<file path="src/include/fer_pkg.sv">
// Purpose: Shared constants and types of the exception reporting unit
// Assumes: 32-bit APB register bus, 80-bit extended operands
// Notes: Status and control words keep the classic 16-bit layout
package fer_pkg;
    // ==========================================================
    // Register offsets
    localparam logic [11:0] OFF_CTRL = 12'h000;
    localparam logic [11:0] OFF_STATUS = 12'h004;
    localparam logic [11:0] OFF_TAG = 12'h008;
    localparam logic [11:0] OFF_INIT = 12'h00C;
    // ==========================================================
    // Reset, initialize and write-mask values
    localparam logic [15:0] CW_RESET = 16'h037E;
    localparam logic [15:0] CW_INIT = 16'h037F;
    localparam logic [15:0] CW_WMASK = 16'h1F3F;
    localparam logic [6:0] FLAGS_RESET = 7'h01;
    localparam logic [15:0] TAG_RESET = 16'hFFFF;
    // ==========================================================
    // Field positions and encodings
    localparam int EX_IE = 0;
    localparam int EX_DE = 1;
    localparam int EX_ZE = 2;
    localparam int EX_OE = 3;
    localparam int EX_UE = 4;
    localparam int EX_PE = 5;
    localparam int SW_SF = 6;
    localparam int SW_ES = 7;
    localparam int CW_RSVD = 12;
    localparam int CW_RC_LO = 10;
    localparam int SW_C0 = 8;
    localparam int SW_C3 = 14;
    localparam logic [1:0] TAG_EMPTY = 2'h3;
    localparam logic [14:0] EXP_MAX = 15'h7FFF;
    // ==========================================================
    // Rounding modes
    localparam logic [1:0] RC_NEAR = 2'h0;
    localparam logic [1:0] RC_DOWN = 2'h1;
    localparam logic [1:0] RC_UP = 2'h2;
    // ==========================================================
    // Operation codes from the datapath
    typedef enum logic [3:0] {
        OP_NOP = 4'h0, OP_ADD = 4'h1, OP_SUB = 4'h2, OP_MUL = 4'h3,
        OP_DIV = 4'h4, OP_COMPARE = 4'h5, OP_STORE_INT = 4'h6,
        OP_STORE_BCD_POP = 4'h7, OP_LOAD_REAL = 4'h8,
        OP_EXTRACT = 4'h9, OP_SCALE = 4'hA, OP_PTAN = 4'hB,
        OP_PREM = 4'hC, OP_NOWAIT_INIT = 4'hD, OP_OTHER = 4'hE
    } fer_op_e;
    // Result the datapath must substitute
    typedef enum logic [3:0] {
        RES_NORMAL = 4'h0, RES_QNAN = 4'h1, RES_INT_INDEF = 4'h2,
        RES_BCD_INDEF = 4'h3, RES_INF = 4'h4, RES_MAXFIN = 4'h5,
        RES_DENORM = 4'h6, RES_ZERO = 4'h7, RES_NEG_INF_NEXT = 4'h8,
        RES_TAN_NANS = 4'h9, RES_TAN_ONE = 4'hA, RES_HOLD = 4'hB
    } fer_res_e;
endpackage

</file>
<file path="src/verilog/fer_classify.sv">
// Purpose: Classify one 80-bit extended operand
// Assumes: Narrow formats arrive widened, exponent zero kept for denormals
// Notes: Pseudo-NaNs, pseudo-infinities and unnormals come out as unsupported; pseudo-denormals as denormal
`timescale 1ns/1ps
module fer_classify (
    input wire logic [79:0] operand,
    output logic is_zero,
    output logic is_denorm,
    output logic is_inf,
    output logic is_qnan,
    output logic is_snan,
    output logic is_unsup
);
    // ==========================================================
    // Field decode
    wire logic [14:0] exp_f = operand[78:64];
    wire logic int_bit = operand[63];
    wire logic frac_nz = |operand[62:0];
    wire logic exp_zero = (exp_f == 15'h0000);
    wire logic exp_top = (exp_f == fer_pkg::EXP_MAX);

    // Missing integer bit above exponent zero is never valid data
    assign is_unsup = ~exp_zero & ~int_bit;
    assign is_zero = exp_zero & ~int_bit & ~frac_nz;
    assign is_denorm = exp_zero & (int_bit | frac_nz);
    assign is_inf = exp_top & int_bit & ~frac_nz;
    assign is_qnan = exp_top & int_bit & operand[62];
    assign is_snan = exp_top & int_bit & ~operand[62] & frac_nz;
endmodule

</file>
<file path="src/verilog/fer_exception_unit.sv">
// Purpose: Exception detection, flags, default results and fault pin
// Assumes: Datapath presents one operation per op_valid pulse
// Notes: Result exceptions come from the datapath as raw conditions
// What the document requires
// RULE1: Six exceptions in fixed precedence, each with its own control mask.
// RULE2: Unmasked exception sets its flag, the summary bit and the fault pin.
// RULE3: Host faults on its next coprocessor opcode or wait after an error; the host model takes opcodes only.
// RULE4: Host keeps faulting instruction and operand addresses; the host model keeps only the opcode address.
// RULE5: Reset asserts fault pin: invalid flag and summary set, invalid mask clear.
// RULE6: No-wait initialize releases the fault pin.
// RULE7: Control bit 12 is reserved, cleared by reset or init, writable.
// RULE8: Condition codes clear on reset, init and incomplete partial remainder.
// RULE9: Signaling NaN, unsupported, indeterminate or stack errors are invalid.
// RULE10: Denormal operand raised; masked means normalize and continue.
// RULE11: Finite nonzero over zero raises zero divide; masked gives infinity.
// RULE12: Masked overflow gives largest finite or infinity per rounding mode.
// RULE13: Masked underflow flags only with lost accuracy; result denormal or zero.
// RULE14: Inexact raised on unrepresentable result; rounding continues.
// RULE15: Pseudo encodings and unnormals are unsupported formats; pseudo-denormals are classed as denormal here.
// RULE16: Extract of zero raises zero divide, negative infinity in next register.
// RULE17: Only signaling NaNs trap, except compare and integer or BCD stores.
// RULE18: Extended load never denormal; narrow loads flag denormal and sNaN.
// RULE19: Scale by infinity: zero invalid, else signed zero or infinity.
// RULE20: Unmasked massive overflow or underflow gives signed infinity or zero.
// RULE21: Tangent stack overflow masked gives two NaNs; otherwise 1.0 on top.
// RULE22: Tag writes other than empty must match register contents.
// RULE23: Control bits 5 to 0 mask the six exceptions.
//
// Decided for this implementation: the register addresses and the APB slave port.
`timescale 1ns/1ps
module fer_exception_unit (
    input wire logic pclk,
    input wire logic presetn,
    input wire logic psel,
    input wire logic penable,
    input wire logic pwrite,
    input wire logic [11:0] paddr,
    input wire logic [31:0] pwdata,
    output logic [31:0] prdata,
    output logic pready,
    output logic pslverr,
    input wire logic op_valid,
    input wire logic [3:0] op_code,
    input wire logic [79:0] op_a,
    input wire logic [79:0] op_b,
    input wire logic ld_extended,
    input wire logic stack_over,
    input wire logic stack_under,
    input wire logic res_overflow,
    input wire logic res_tiny,
    input wire logic res_loss,
    input wire logic res_inexact,
    input wire logic res_massive,
    input wire logic res_sign,
    input wire logic prem_incomplete,
    input wire logic cc_load,
    input wire logic [3:0] cc_in,
    input wire logic [15:0] tag_actual,
    output logic error_n,
    output logic exc_valid,
    output logic [5:0] exc_raised,
    output logic [3:0] res_sel,
    output logic res_sign_out,
    output logic [15:0] ctrl_word
);
    // ==========================================================
    // State
    logic [15:0] cw_r, cw_nxt;
    logic [6:0] flags_r, flags_nxt;
    logic es_r, es_nxt;
    logic [3:0] cc_r, cc_nxt;
    logic [7:0] empty_r;
    logic [31:0] rdata_r;
    logic exc_valid_r;
    logic [5:0] raised_r;
    logic [3:0] res_sel_r;
    logic res_sign_r;

    // ==========================================================
    // Operand classification
    logic a_zero, a_den, a_inf, a_qnan, a_snan, a_unsup;
    logic b_zero, b_den, b_inf, b_qnan, b_snan, b_unsup;

    fer_classify u_cls_a (
        .operand(op_a),
        .is_zero(a_zero),
        .is_denorm(a_den),
        .is_inf(a_inf),
        .is_qnan(a_qnan),
        .is_snan(a_snan),
        .is_unsup(a_unsup)
    );

    fer_classify u_cls_b (
        .operand(op_b),
        .is_zero(b_zero),
        .is_denorm(b_den),
        .is_inf(b_inf),
        .is_qnan(b_qnan),
        .is_snan(b_snan),
        .is_unsup(b_unsup)
    );

    // ==========================================================
    // Instruction decode
    wire logic is_add = (op_code == fer_pkg::OP_ADD);
    wire logic is_sub = (op_code == fer_pkg::OP_SUB);
    wire logic is_mul = (op_code == fer_pkg::OP_MUL);
    wire logic is_div = (op_code == fer_pkg::OP_DIV);
    wire logic is_cmp = (op_code == fer_pkg::OP_COMPARE);
    wire logic is_sti = (op_code == fer_pkg::OP_STORE_INT);
    wire logic is_stb = (op_code == fer_pkg::OP_STORE_BCD_POP);
    wire logic is_ld = (op_code == fer_pkg::OP_LOAD_REAL);
    wire logic is_xtr = (op_code == fer_pkg::OP_EXTRACT);
    wire logic is_scl = (op_code == fer_pkg::OP_SCALE);
    wire logic is_tan = (op_code == fer_pkg::OP_PTAN);
    wire logic is_prem = (op_code == fer_pkg::OP_PREM);
    wire logic op_init = op_valid & (op_code == fer_pkg::OP_NOWAIT_INIT);
    // Second operand only matters for two-operand instructions
    wire logic use_b = is_add | is_sub | is_mul | is_div | is_cmp | is_scl;
    wire logic ld_ext = is_ld & ld_extended;
    wire logic sa = op_a[79];
    wire logic sb = op_b[79];

    // ==========================================================
    // APB decode; zero wait states, unmapped offsets answer with error
    wire logic hit_ctrl = (paddr == fer_pkg::OFF_CTRL);
    wire logic hit_stat = (paddr == fer_pkg::OFF_STATUS);
    wire logic hit_tag = (paddr == fer_pkg::OFF_TAG);
    wire logic hit_init = (paddr == fer_pkg::OFF_INIT);
    wire logic hit_any = hit_ctrl | hit_stat | hit_tag | hit_init;
    wire logic acc = psel & penable;
    wire logic wr = acc & pwrite & hit_any;
    wire logic setup_rd = psel & ~penable & ~pwrite;
    wire logic sw_init = wr & hit_init & pwdata[0];
    wire logic init_go = op_init | sw_init;
    wire logic [6:0] w1c = (wr & hit_stat) ? pwdata[6:0] : 7'h00;

    assign pready = 1'b1;
    assign pslverr = acc & ~hit_any;

    // ==========================================================
    // Raw conditions
    wire logic snan_any = a_snan | (use_b & b_snan);
    wire logic qnan_any = a_qnan | (use_b & b_qnan);
    wire logic unsup_any = a_unsup | (use_b & b_unsup); // RULE15
    wire logic den_any = a_den | (use_b & b_den);
    wire logic nan_a = a_qnan | a_snan;
    // Quiet NaNs trap only where an ordered or integer result is needed
    wire logic quiet_trap = qnan_any & (is_cmp | is_sti | is_stb); // RULE17
    wire logic both_inf = a_inf & b_inf;
    wire logic indet = (is_mul & ((a_zero & b_inf) | (a_inf & b_zero)))
        | (is_div & ((a_zero & b_zero) | both_inf))
        | (is_add & both_inf & (sa != sb))
        | (is_sub & both_inf & (sa == sb))
        | (is_scl & a_zero & b_inf); // RULE19
    wire logic stack_err = stack_over | stack_under;
    // Extended loads only move bits, so no operand checks apply
    wire logic raw_ie = stack_err
        | (~ld_ext & (snan_any | unsup_any | quiet_trap | indet)); // RULE9 RULE18
    wire logic raw_de = den_any & ~ld_ext; // RULE10 RULE18
    wire logic raw_ze = (is_div & b_zero & ~a_zero & ~a_inf & ~nan_a)
        | (is_xtr & a_zero); // RULE11 RULE16

    // ==========================================================
    // Precedence: invalid blocks all; unmasked denormal and zero
    // divide stop the operation before any result is formed
    wire logic [5:0] mask = cw_r[5:0];
    wire logic ex_ie = raw_ie; // RULE1
    wire logic ex_de = ~ex_ie & raw_de;
    wire logic de_stop = ex_de & ~mask[fer_pkg::EX_DE];
    wire logic ex_ze = ~ex_ie & ~de_stop & raw_ze;
    wire logic go_res = ~ex_ie & ~de_stop & ~ex_ze;
    wire logic ex_oe = go_res & res_overflow;
    wire logic ex_ue = go_res & res_tiny
        & (~mask[fer_pkg::EX_UE] | res_loss); // RULE13
    wire logic ex_pe = go_res & res_inexact; // RULE14
    wire logic [5:0] raised = {ex_pe, ex_ue, ex_oe, ex_ze, ex_de, ex_ie};
    wire logic [5:0] ev = op_valid ? raised : 6'h00;

    // ==========================================================
    // Default result selection
    wire logic [1:0] rc = cw_r[fer_pkg::CW_RC_LO +: 2];
    // Round to nearest or toward the sign's infinity gives infinity, otherwise max
    wire logic ovf_inf = (rc == fer_pkg::RC_NEAR)
        | ((rc == fer_pkg::RC_UP) & ~res_sign)
        | ((rc == fer_pkg::RC_DOWN) & res_sign); // RULE12
    wire logic m_ie = mask[fer_pkg::EX_IE];
    wire logic m_ze = mask[fer_pkg::EX_ZE];
    wire logic m_oe = mask[fer_pkg::EX_OE];
    wire logic m_ue = mask[fer_pkg::EX_UE];
    wire logic scl_inf = is_scl & b_inf & ~a_zero & ~nan_a & ~a_unsup;
    wire logic [3:0] ie_res = ~m_ie ? fer_pkg::RES_HOLD
        : is_sti ? fer_pkg::RES_INT_INDEF
        : is_stb ? fer_pkg::RES_BCD_INDEF
        : (is_tan & stack_over) ? fer_pkg::RES_TAN_NANS // RULE21
        : fer_pkg::RES_QNAN; // RULE9
    wire logic [3:0] ov_res = m_oe ? (ovf_inf ? fer_pkg::RES_INF : fer_pkg::RES_MAXFIN)
        : (res_massive ? fer_pkg::RES_INF : fer_pkg::RES_HOLD); // RULE12 RULE20
    wire logic [3:0] un_res = m_ue ? fer_pkg::RES_DENORM
        : (res_massive ? fer_pkg::RES_ZERO : fer_pkg::RES_HOLD); // RULE13 RULE20
    wire logic [3:0] sel = ex_ie ? ie_res
        : de_stop ? fer_pkg::RES_HOLD
        : (ex_ze & is_xtr) ? fer_pkg::RES_NEG_INF_NEXT // RULE16
        : ex_ze ? (m_ze ? fer_pkg::RES_INF : fer_pkg::RES_HOLD) // RULE11
        : scl_inf ? (sb ? fer_pkg::RES_ZERO : fer_pkg::RES_INF) // RULE19
        : ex_oe ? ov_res
        : ex_ue ? un_res
        : is_tan ? fer_pkg::RES_TAN_ONE // RULE21
        : fer_pkg::RES_NORMAL;
    wire logic sign_sel = scl_inf ? sa : res_sign;

    // ==========================================================
    // Next state of words; a new event wins over a status clear, initialize wins over both
    always_comb begin
        flags_nxt = flags_r & ~w1c;
        flags_nxt[5:0] = flags_nxt[5:0] | ev; // RULE2
        flags_nxt[fer_pkg::SW_SF] = flags_nxt[fer_pkg::SW_SF]
            | (op_valid & ex_ie & stack_err); // RULE9
        cw_nxt = (wr & hit_ctrl) ? (pwdata[15:0] & fer_pkg::CW_WMASK) : cw_r; // RULE7
        cc_nxt = cc_load ? cc_in : cc_r;
        if (op_valid & is_prem & prem_incomplete) begin
            cc_nxt = 4'h0; // RULE8
        end
        if (init_go) begin
            flags_nxt = 7'h00; // RULE6
            cw_nxt = fer_pkg::CW_INIT; // RULE7
            cc_nxt = 4'h0; // RULE8
        end
        es_nxt = |(flags_nxt[5:0] & ~cw_nxt[5:0]); // RULE2 RULE23
    end

    // Architectural words
    always_ff @(posedge pclk or negedge presetn) begin
        if (!presetn) begin
            cw_r <= fer_pkg::CW_RESET; // RULE5
            flags_r <= fer_pkg::FLAGS_RESET; // RULE5
            es_r <= 1'b1; // RULE5
            cc_r <= 4'h0; // RULE8
        end else begin
            cw_r <= cw_nxt;
            flags_r <= flags_nxt;
            es_r <= es_nxt;
            cc_r <= cc_nxt;
        end
    end

    // ==========================================================
    // Tag entries: software may mark empty, or restate the live tag
    genvar gi;
    generate
        for (gi = 0; gi < 8; gi++) begin : g_tag
            wire logic [1:0] wtag = pwdata[2*gi +: 2];
            wire logic [1:0] live = tag_actual[2*gi +: 2];
            wire logic tw = wr & hit_tag;
            always_ff @(posedge pclk or negedge presetn) begin
                if (!presetn) begin
                    empty_r[gi] <= 1'b1;
                end else if (init_go) begin
                    empty_r[gi] <= 1'b1;
                end else if (tw & (wtag == fer_pkg::TAG_EMPTY)) begin
                    empty_r[gi] <= 1'b1;
                end else if (tw & (wtag == live)) begin
                    empty_r[gi] <= 1'b0; // RULE22
                end
            end
        end
    endgenerate

    logic [15:0] tag_view;
    always_comb begin
        for (int i = 0; i < 8; i++) begin
            tag_view[2*i +: 2] = empty_r[i] ? fer_pkg::TAG_EMPTY : tag_actual[2*i +: 2];
        end
    end

    // ==========================================================
    // Read data captured in the setup phase
    // Bit 15 spare, C3 at 14, 13:11 spare, C2..C0 at 10:8
    wire logic [15:0] stat_view = {1'b0, cc_r[3], 3'h0, cc_r[2:0], es_r, flags_r};
    wire logic [15:0] rd_mux = hit_ctrl ? cw_r
        : hit_stat ? stat_view
        : hit_tag ? tag_view
        : 16'h0000;

    always_ff @(posedge pclk or negedge presetn) begin
        if (!presetn) begin
            rdata_r <= 32'h0000_0000;
        end else if (setup_rd) begin
            rdata_r <= {16'h0000, rd_mux};
        end
    end

    // ==========================================================
    // Per-operation report toward the datapath
    always_ff @(posedge pclk or negedge presetn) begin
        if (!presetn) begin
            exc_valid_r <= 1'b0;
            raised_r <= 6'h00;
            res_sel_r <= fer_pkg::RES_NORMAL;
            res_sign_r <= 1'b0;
        end else begin
            exc_valid_r <= op_valid & ~op_init;
            raised_r <= ev;
            res_sel_r <= op_valid ? sel : fer_pkg::RES_NORMAL;
            res_sign_r <= sign_sel;
        end
    end

    // Fault pin is low while any unmasked flag stands
    assign error_n = ~es_r; // RULE2 RULE3
    assign prdata = rdata_r;
    assign exc_valid = exc_valid_r;
    assign exc_raised = raised_r;
    assign res_sel = res_sel_r;
    assign res_sign_out = res_sign_r;
    assign ctrl_word = cw_r;

    // ==========================================================
    // Checks
    a_fault_unmasked: assert property (@(posedge pclk) disable iff (!presetn) // RULE2
        (op_valid && !op_init && ((raised & ~mask) != 6'h00)) |=> !error_n)
        else $error("unmasked exception did not assert fault pin");
    a_init_release: assert property (@(posedge pclk) disable iff (!presetn) // RULE6
        op_init |=> (error_n && flags_r == 7'h00))
        else $error("initialize did not release fault pin");
    a_init_rsvd_bit: assert property (@(posedge pclk) disable iff (!presetn) // RULE7
        init_go |=> (cw_r[fer_pkg::CW_RSVD] == 1'b0 && cw_r == fer_pkg::CW_INIT))
        else $error("initialize left control word wrong");
    a_cc_cleared: assert property (@(posedge pclk) disable iff (!presetn) // RULE8
        (op_valid && is_prem && prem_incomplete && !cc_load) |=> cc_r == 4'h0)
        else $error("condition codes not cleared");
    a_zd_masked_inf: assert property (@(posedge pclk) disable iff (!presetn) // RULE11
        (op_valid && is_div && !ex_ie && !de_stop && raw_ze && m_ze)
        |=> (raised_r[fer_pkg::EX_ZE] && res_sel_r == fer_pkg::RES_INF))
        else $error("masked zero divide gave wrong result");
    a_ext_load_quiet: assert property (@(posedge pclk) disable iff (!presetn) // RULE18
        (op_valid && ld_ext && !stack_err) |=> raised_r[1:0] == 2'h0)
        else $error("extended load raised operand exception");
    a_snan_invalid: assert property (@(posedge pclk) disable iff (!presetn) // RULE17
        (op_valid && a_snan && !ld_ext && !op_init)
        |=> (raised_r[fer_pkg::EX_IE] && flags_r[fer_pkg::EX_IE]))
        else $error("signaling NaN not flagged invalid");
    a_prec_order: assert property (@(posedge pclk) disable iff (!presetn) // RULE1
        exc_valid_r && raised_r[fer_pkg::EX_IE] |-> raised_r[5:1] == 5'h00)
        else $error("invalid operation did not take precedence");
    a_ovf_rounding: assert property (@(posedge pclk) disable iff (!presetn) // RULE12
        (op_valid && ex_oe && m_oe && rc == fer_pkg::RC_NEAR)
        |=> res_sel_r == fer_pkg::RES_INF)
        else $error("masked overflow ignored rounding mode");
    a_tag_guard: assert property (@(posedge pclk) disable iff (!presetn) // RULE22
        (wr && hit_tag && !init_go && pwdata[1:0] != fer_pkg::TAG_EMPTY
            && pwdata[1:0] != tag_actual[1:0]) |=> $stable(empty_r[0]))
        else $error("tag write disagreeing with contents was taken");
endmodule

</file>
<file path="config.mk">
export PLATFORM = sky130hd
export DESIGN_NAME = fer_exception_unit
export DESIGN_NICKNAME = d
export VERILOG_FILES = /design/src/include/fer_pkg.sv /design/src/verilog/fer_classify.sv /design/src/verilog/fer_exception_unit.sv
export SDC_FILE = /design/constraint.sdc
export NUM_CORES = 1
export LEC_CHECK = 0
export ABC_AREA = 1
export BUFFER_PORTS_ARGS = -buffer_cell sky130_fd_sc_hd__buf_2
export CORE_MARGIN = 10
export CORE_UTILIZATION = 41
export CTS_CLUSTER_DIAMETER = 120
export DETAILED_ROUTE_END_ITERATION = 12
export PLACE_DENSITY_LB_ADDON = 0.08
export SKIP_LAST_GASP = 1
export SLEW_MARGIN = 20
export SYNTH_ARGS = -nofsm -noshare
export SYNTH_HDL_FRONTEND = slang
export SYNTH_SLANG_ARGS = --single-unit
</file>
<file path="constraint.sdc">
create_clock -name pclk -period 3.34 [get_ports pclk]
set_clock_uncertainty 0.05 [all_clocks]
set_input_delay 0.334 -clock pclk [delete_from_list [all_inputs] [get_ports pclk]]
set_output_delay 0.334 -clock pclk [all_outputs]
set_load 0.05 [all_outputs]
</file>
== After elaboration in Yosys (flattened, before gate mapping) ==
Cells that the tools add are included.
Cells by class
  add/subtract/negate cells: 0
  multiply operators: 0
  div/mod/pow operators: 0
  order comparisons: 0
  equal/unequal tests: 38
  shift-type cells: 0
  muxes and demuxes: 64
  bitwise gates (word level): 156
  reductions and logical operators: 17
Operators by type and width (number)
  $reduce_or 63->1: 2
  $and 1x1->1: 93
  $mux 4: 21
  $mux 16: 5
  $or 1x1->1: 34
  $eq 15x15->1 const B: 2
  $logic_not 15->1: 2
  $reduce_bool 3->1: 9
  $mux 1: 26
  $eq 12x4->1 const B: 2
  $eq 4x4->1 const B: 6
  $not 1->1: 24
  $eq 2x2->1 const B: 9
  $mux 2: 9
  $eq 2x2->1: 8
  $eq 4x3->1 const B: 4
  $mux 7: 2
  $eq 12x3->1 const B: 1
  $logic_not 12->1: 1
  $eq 4x2->1 const B: 2
  $and 7x7->7: 1
  $not 7->7: 1
  $and 6x6->6: 1
  $mux 6: 1
  9 further kinds: 9
Word-level totals
  register bits after elaboration: 64
  bits in latches: 0
  memory bits (writable): 0
  bits in read-only memories: 0
  input bits: 245
  output and inout bits: 63
  memories kept: 0

== Logic depth before layout (Yosys ltp) ==
  depth in word-level cells: 31
  gate-level depth with buffers: 22
  mapped depth without buffers: 22

== Cells and area by module ==
Synthesis repeated with hierarchy kept, for this count alone.
Unflattened totals
  cell total of the unflattened synthesis: 701
  area total of the unflattened synthesis: 4480.5 um2
By module, submodules not included
  fer_exception_unit: instances 1, cells each 501, area each 3677.3 um2
  fer_classify: instances 2, cells each 100, area each 401.6 um2

== Least setup slack after synthesis ==
No wires, ideal clock.
  kind: input port to flip-flop
  start: input port op_a[71]
  end: register es_r
  data arrival time: 1.964 ns
  path slack: 1.262 ns
  cell stages on the path: 17
  buffers on the path: 0
  cells stage by stage: or2_1 nor3_2 nand2_1 nor2_1 nand2_1 nor2_1 nand2_1 nand2_1 nor2_1 nor2_2 nand4_4 clkinv_2 nand2_4 o21ai_2 inv_1 or2_0 nand3_1
On the way
  word-level cells in the longest chain between the ends: 28
  elaborated cells on any way between the ends: 67
  classes of those cells: eq/ne (1); mux (2); bitwise (62); reduce/logical (2)
RTL lines
  start: declaration: line fer_exception_unit.sv:44  | input wire logic [79:0] op_a,
  $eq 15x15->1 or $logic_not 15->1 (tied branches): line fer_classify.sv:20, fer_classify.sv:19
  $and 1x1->1, on equally long branches
  $and 1x1->1, on equally long branches: line fer_classify.sv:26, fer_classify.sv:24
  $and 1x1->1, on equally long branches: line fer_exception_unit.sv:152, fer_exception_unit.sv:151, fer_exception_unit.sv:153
  $or 1x1->1, on equally long branches: line fer_exception_unit.sv:152, fer_exception_unit.sv:153
  $and 1x1->1, on equally long branches: line fer_exception_unit.sv:152, fer_exception_unit.sv:153
  $or 1x1->1: line fer_exception_unit.sv:153  | | (is_div & ((a_zero & b_zero) | both_inf))
  $or 1x1->1: line fer_exception_unit.sv:154  | | (is_add & both_inf & (sa != sb))
  [... 13 more ...]
  $and 1x1->1: line fer_exception_unit.sv:175  | wire logic ex_ue = go_res & res_tiny
  $and 1x1->1: line fer_exception_unit.sv:176  | & (~mask[fer_pkg::EX_UE] | res_loss);
  $mux 6 *: line fer_exception_unit.sv:179  | wire logic [5:0] ev = op_valid ? raised : 6'h00;
  $or 6x6->6 *: line fer_exception_unit.sv:217  | flags_nxt[5:0] = flags_nxt[5:0] | ev;
  $mux 7 *: line fer_exception_unit.sv:225  | if (init_go) begin
  $and 6x6->6 *: line fer_exception_unit.sv:230  | es_nxt = |(flags_nxt[5:0] & ~cw_nxt[5:0]);
  $reduce_or 6->1 *: line fer_exception_unit.sv:230
  named net es_nxt: line fer_exception_unit.sv:70  | logic es_r, es_nxt;
  end signal: assignment: line fer_exception_unit.sv:243  | es_r <= es_nxt;
  end: declaration: line fer_exception_unit.sv:70
Mark *: on every way through the listed nets, which the timed path passes. The rest lies on a longest branch.
A chain may end at the register's enable or synchronous reset.

== Final worst setup path ==
  start: input port paddr[5]
  end: register es_r
On the way
  word-level cells in the longest chain between the ends: 13
  elaborated cells on any way between the ends: 23
  classes of those cells: eq/ne (3); mux (4); bitwise (14); reduce/logical (2)
RTL lines
  start: declaration: line fer_exception_unit.sv:37  | input wire logic [11:0] paddr,
  $eq 12x3->1 or $logic_not 12->1 (tied branches): line fer_exception_unit.sv:128, fer_exception_unit.sv:127
  $or 1x1->1 (3 in series): line fer_exception_unit.sv:131  | wire logic hit_any = hit_ctrl | hit_stat | hit_tag | hit_init;
  $and 1x1->1: line fer_exception_unit.sv:133  | wire logic wr = acc & pwrite & hit_any;
  $and 1x1->1: line fer_exception_unit.sv:137  | wire logic [6:0] w1c = (wr & hit_stat) ? pwdata[6:0] : 7'h00;
  $mux 7: line fer_exception_unit.sv:137
  $not 7->7: line fer_exception_unit.sv:216  | flags_nxt = flags_r & ~w1c;
  $and 7x7->7: line fer_exception_unit.sv:216
  $or 6x6->6: line fer_exception_unit.sv:217
  $mux 7: line fer_exception_unit.sv:225
  $and 6x6->6 *: line fer_exception_unit.sv:230
  $reduce_or 6->1 *: line fer_exception_unit.sv:230
  named net es_nxt: line fer_exception_unit.sv:70
Mark *: on every way through the listed nets, which the timed path passes. The rest lies on a longest branch. The select of a mux whose other input is x is not followed.

==> flow_metrics.env <==
export IMPL_holdWs_ps=191
export IMPL_ys_seq_area_share_pct=33.6
export IMPL_gr_total_overflow=0
export IMPL_grt_pass1_vias=5496
export IMPL_routed_wl_um=16900
export IMPL_cp_required_ps=3550
export IMPL_dpl_hpwl_um=14500
export IMPL_rsz0062_at_grt="no"
export IMPL_num_vias=5324
export IMPL_layout_nets=1201
export IMPL_cts_made_buffers=9
export IMPL_cts_num_sinks=60
export IMPL_clock_latency_ps=340
export IMPL_tightest_slew_ps=891
export IMPL_clockPowerShare_pct=30.6
export IMPL_die_h_um=125
export IMPL_cts_tree="built"
export IMPL_cts_htree_levels=3
export IMPL_fmax_mhz=437
export IMPL_netlist_instances=682
export IMPL_grt_pass1_wl_um=26700
export IMPL_combPwrFrac_pct=29.8
export IMPL_dr_pass1_iters=5
export IMPL_syn_to_final_growth_pct=36.0
export IMPL_cp_start_kind="primary input"
export IMPL_maxCapViolCount=0
export IMPL_portBuffers=270
export IMPL_fin_crit_sh_pct=68.5
export IMPL_crit_fanout=19
export IMPL_hold_viol_final=0
export IMPL_drive_gt1_share_pct=37.3
export IMPL_fin_area_um2=6160
export IMPL_synth_seq_cells=60
export IMPL_ant_nets=0
export IMPL_vias_per_cell=4.83
export IMPL_wl_per_cell_um=15.3
export IMPL_antenna_found_initial=1
export IMPL_powerDensity_nw_per_um2=359
export IMPL_cts_setup_buffers=0
export IMPL_maxSlewViolCount=0
export IMPL_drt_iter0_drc=327
export IMPL_p_switching_w=0.000775
export IMPL_max_clock_path_buffers=2
export IMPL_dpl_worst_slack_ps=687
export IMPL_cts_root_buf="clkbuf_8"
export IMPL_crit_path_end_kind="register"
export IMPL_hold_class="in2reg"
export IMPL_dpl_instance_area_um2=5940
export IMPL_ys_top_cells_by_area="dfrtp_1 (23%), nor2_1 (12%), nand2_1 (12%)"
export IMPL_status="complete, no violations"
export IMPL_die_w_um=125
export IMPL_cp_arrival_ps=2500
export IMPL_min_period_ps=2290
export IMPL_start_util_pct=41.8
export IMPL_yosys_warnings=0
export IMPL_grt_max_degree=36
export IMPL_seqPwrFrac_pct=39.6
export IMPL_drc_errors=0
export IMPL_synth_largest_area_cell="dfrtp_1"
export IMPL_setup_viol=0
export IMPL_criticalPathCategory="in2reg"
export IMPL_post_route_worst_setup_slack_ps=1050
export IMPL_slew_limit_headroom_pct=39.8
export IMPL_coreArea_um2=10800
export IMPL_io_pins=308
export IMPL_avgSynthCellArea_um2=6.64
export IMPL_swShare_pct=35.1
export IMPL_tns_ps=0
export IMPL_syn_area_um2=4530
export IMPL_die_area_um2=15700
export IMPL_synth_top_area_share_pct=23.2
export IMPL_grt_total_usage_pct=20.4
export IMPL_clkTransAtPathRegs_ps=70
export IMPL_peakVddDrop_v=0.000204
export IMPL_internal_power_w=0.00143
export IMPL_rows=38
export IMPL_nFillCells=1164
export IMPL_synth_cell_types=50
export IMPL_cts_resized_gates=0
export IMPL_gp_congestion=0.874
export IMPL_p_leak_nw=3.36
==> cells by family (layout without fill, tap and decap cells) <==
family,count (synthesis),count (layout),share of synthesized area (%)
and+or+nand+nor,399,399,39.9
buffers and inverters,114,374,11.8
AOI/OAI and AO/OA,105,105,14.0
DFF,60,60,33.6
other,2,22,0.166
xor gates and xnor gates,1,1,0.193
muxes,1,1,0.249
==> final timing paths <==
kind                                   startpoint                endpoint  slack [ps]  cells after the start
setup / recovery                         paddr[5]          es_r$_DFF_PN1_        1050                     13
hold / removal                           cc_in[1]     cc_r[1]$_DFFE_PN0P_         190                      3
setup reg to reg           ctrl_word[1]$_DFF_PN1_          es_r$_DFF_PN1_        1670                      8
hold reg to reg             prdata[9]$_DFFE_PN0P_   prdata[9]$_DFFE_PN0P_         430                      2
max in group asynchronous                 presetn  empty_r[6]$_DFFE_PN1P_        1890                      3
min in group asynchronous                 presetn    res_sel[2]$_DFF_PN0_         470                      2
==> power groups by stage <==
stage                     Clock (W)  Combinational [W]  Sequential (W)
after floorplan                   0           0.000307        0.000988
after global routing       0.000722           0.000725        0.000885
after detailed placement          0           0.000658        0.000888
final                      0.000676           0.000658        0.000875
after global placement            0           0.000654        0.000886
after CTS                  0.000685           0.000662        0.000875
==> through the flow <==
step                std cells  total power, W  utilization, %
finish                   1102         0.00221            56.8
global route             1102         0.00233            56.8
CTS                      1101         0.00222            56.8
detailed placement       1084         0.00155            54.8
global placement         1084         0.00154            54.8
floorplan                 701         0.00130               -
==> critical path, stage by stage <==
cell     delay (ps)
buf_2           100
nor4_2          400
nand2_2         160
nor2_2          140
inv_2            60
nor4_4          250
nand2_2         330
o21ai_0         270
nor2_1           90
nand2_1          80
nand3_1          80
nor2_1          100
nand3_1          80
==> flip-flops by register name, indices dropped and copies added, names as in the netlist <==
| name | cells |
|---|---|
| cc_r | 4 |
| ctrl_word | 12 |
| empty_r | 8 |
| es_r | 1 |
| exc_raised | 6 |
| exc_valid | 1 |
| flags_r | 7 |
| prdata | 16 |
| res_sel | 4 |
| res_sign_out | 1 |
==> synth_stat cells, drive strengths merged <==
cell type  count
dfstp         18
o21ai         42
o21bai         1
and2           1
buf           27
a2bb2oi        2
o31ai          1
dfrtp         42
conb           2
mux2           1
o211ai         5
inv           78
or2           10
xnor2          1
o311ai         4
nand4         17
a211oi         1
nand3b         5
clkinv         3
nor2         155
nor3          13
clkbuf         6
o22ai         18
nand3         35
o41ai          1
nor4          15
o21a           1
nand2        148
a21oi         29
==> layer usage <==
metal / vias to the layer above / track usage [%] / routed length [um]
met2: 217 / 36.4 / 8500
met3: 20 / 5.66 / 1470
met5: - / 0 / 0
met4: 0 / 6.44 / 349
met1: 2349 / 23.0 / 6570
li1: 2738 / - / -
==> cell type report <==
cell class / count / area [um2] / share of cell area [%]
clock buffers: 12 / 155 / 2.52
multi-input cells: 527 / 2540 / 41.3
inverters: 81 / 307 / 4.98
repair buffers: 277 / 1410 / 22.8
clock inverters: 4 / 47.5 / 0.772
well taps: 140 / 175 / 2.84
flip-flops and latches: 60 / 1520 / 24.7
diodes: 1 / 2.50 / 0.0406
==> repair_timing <==
action,4_1_cts,5_1_grt
hold buffers,1,0
hold endpoints to repair,21,0
endpoints found under the setup margin,0,0
==> placed cells by master, fill, tap and decap left out, types with 2 or more instances in the layout <==
cell type	netlist	layout
clkinv_2	2	4
a21oi_1	27	27
o311ai_0	4	4
nand2_1	142	142
a21oi_2	2	2
o21ai_0	35	35
o21ai_1	4	4
o22ai_1	18	18
o21ai_2	3	3
buf_4	22	6
dfstp_2	18	18
nand2_2	5	5
nor2_1	147	147
a2bb2oi_1	2	2
buf_2	0	270
nand3_2	2	2
dfrtp_1	42	42
nor2_2	7	7
nor3_1	12	12
conb_1	2	21
clkbuf_8	0	11
nor4_1	11	11
o211ai_2	3	3
or2_2	7	7
nand3_1	33	33
o211ai_1	2	2
inv_1	72	72
nor4_2	3	3
nand4_1	16	16
inv_2	6	6
nand3b_1	4	4
(Power assumes the default switching activity.)
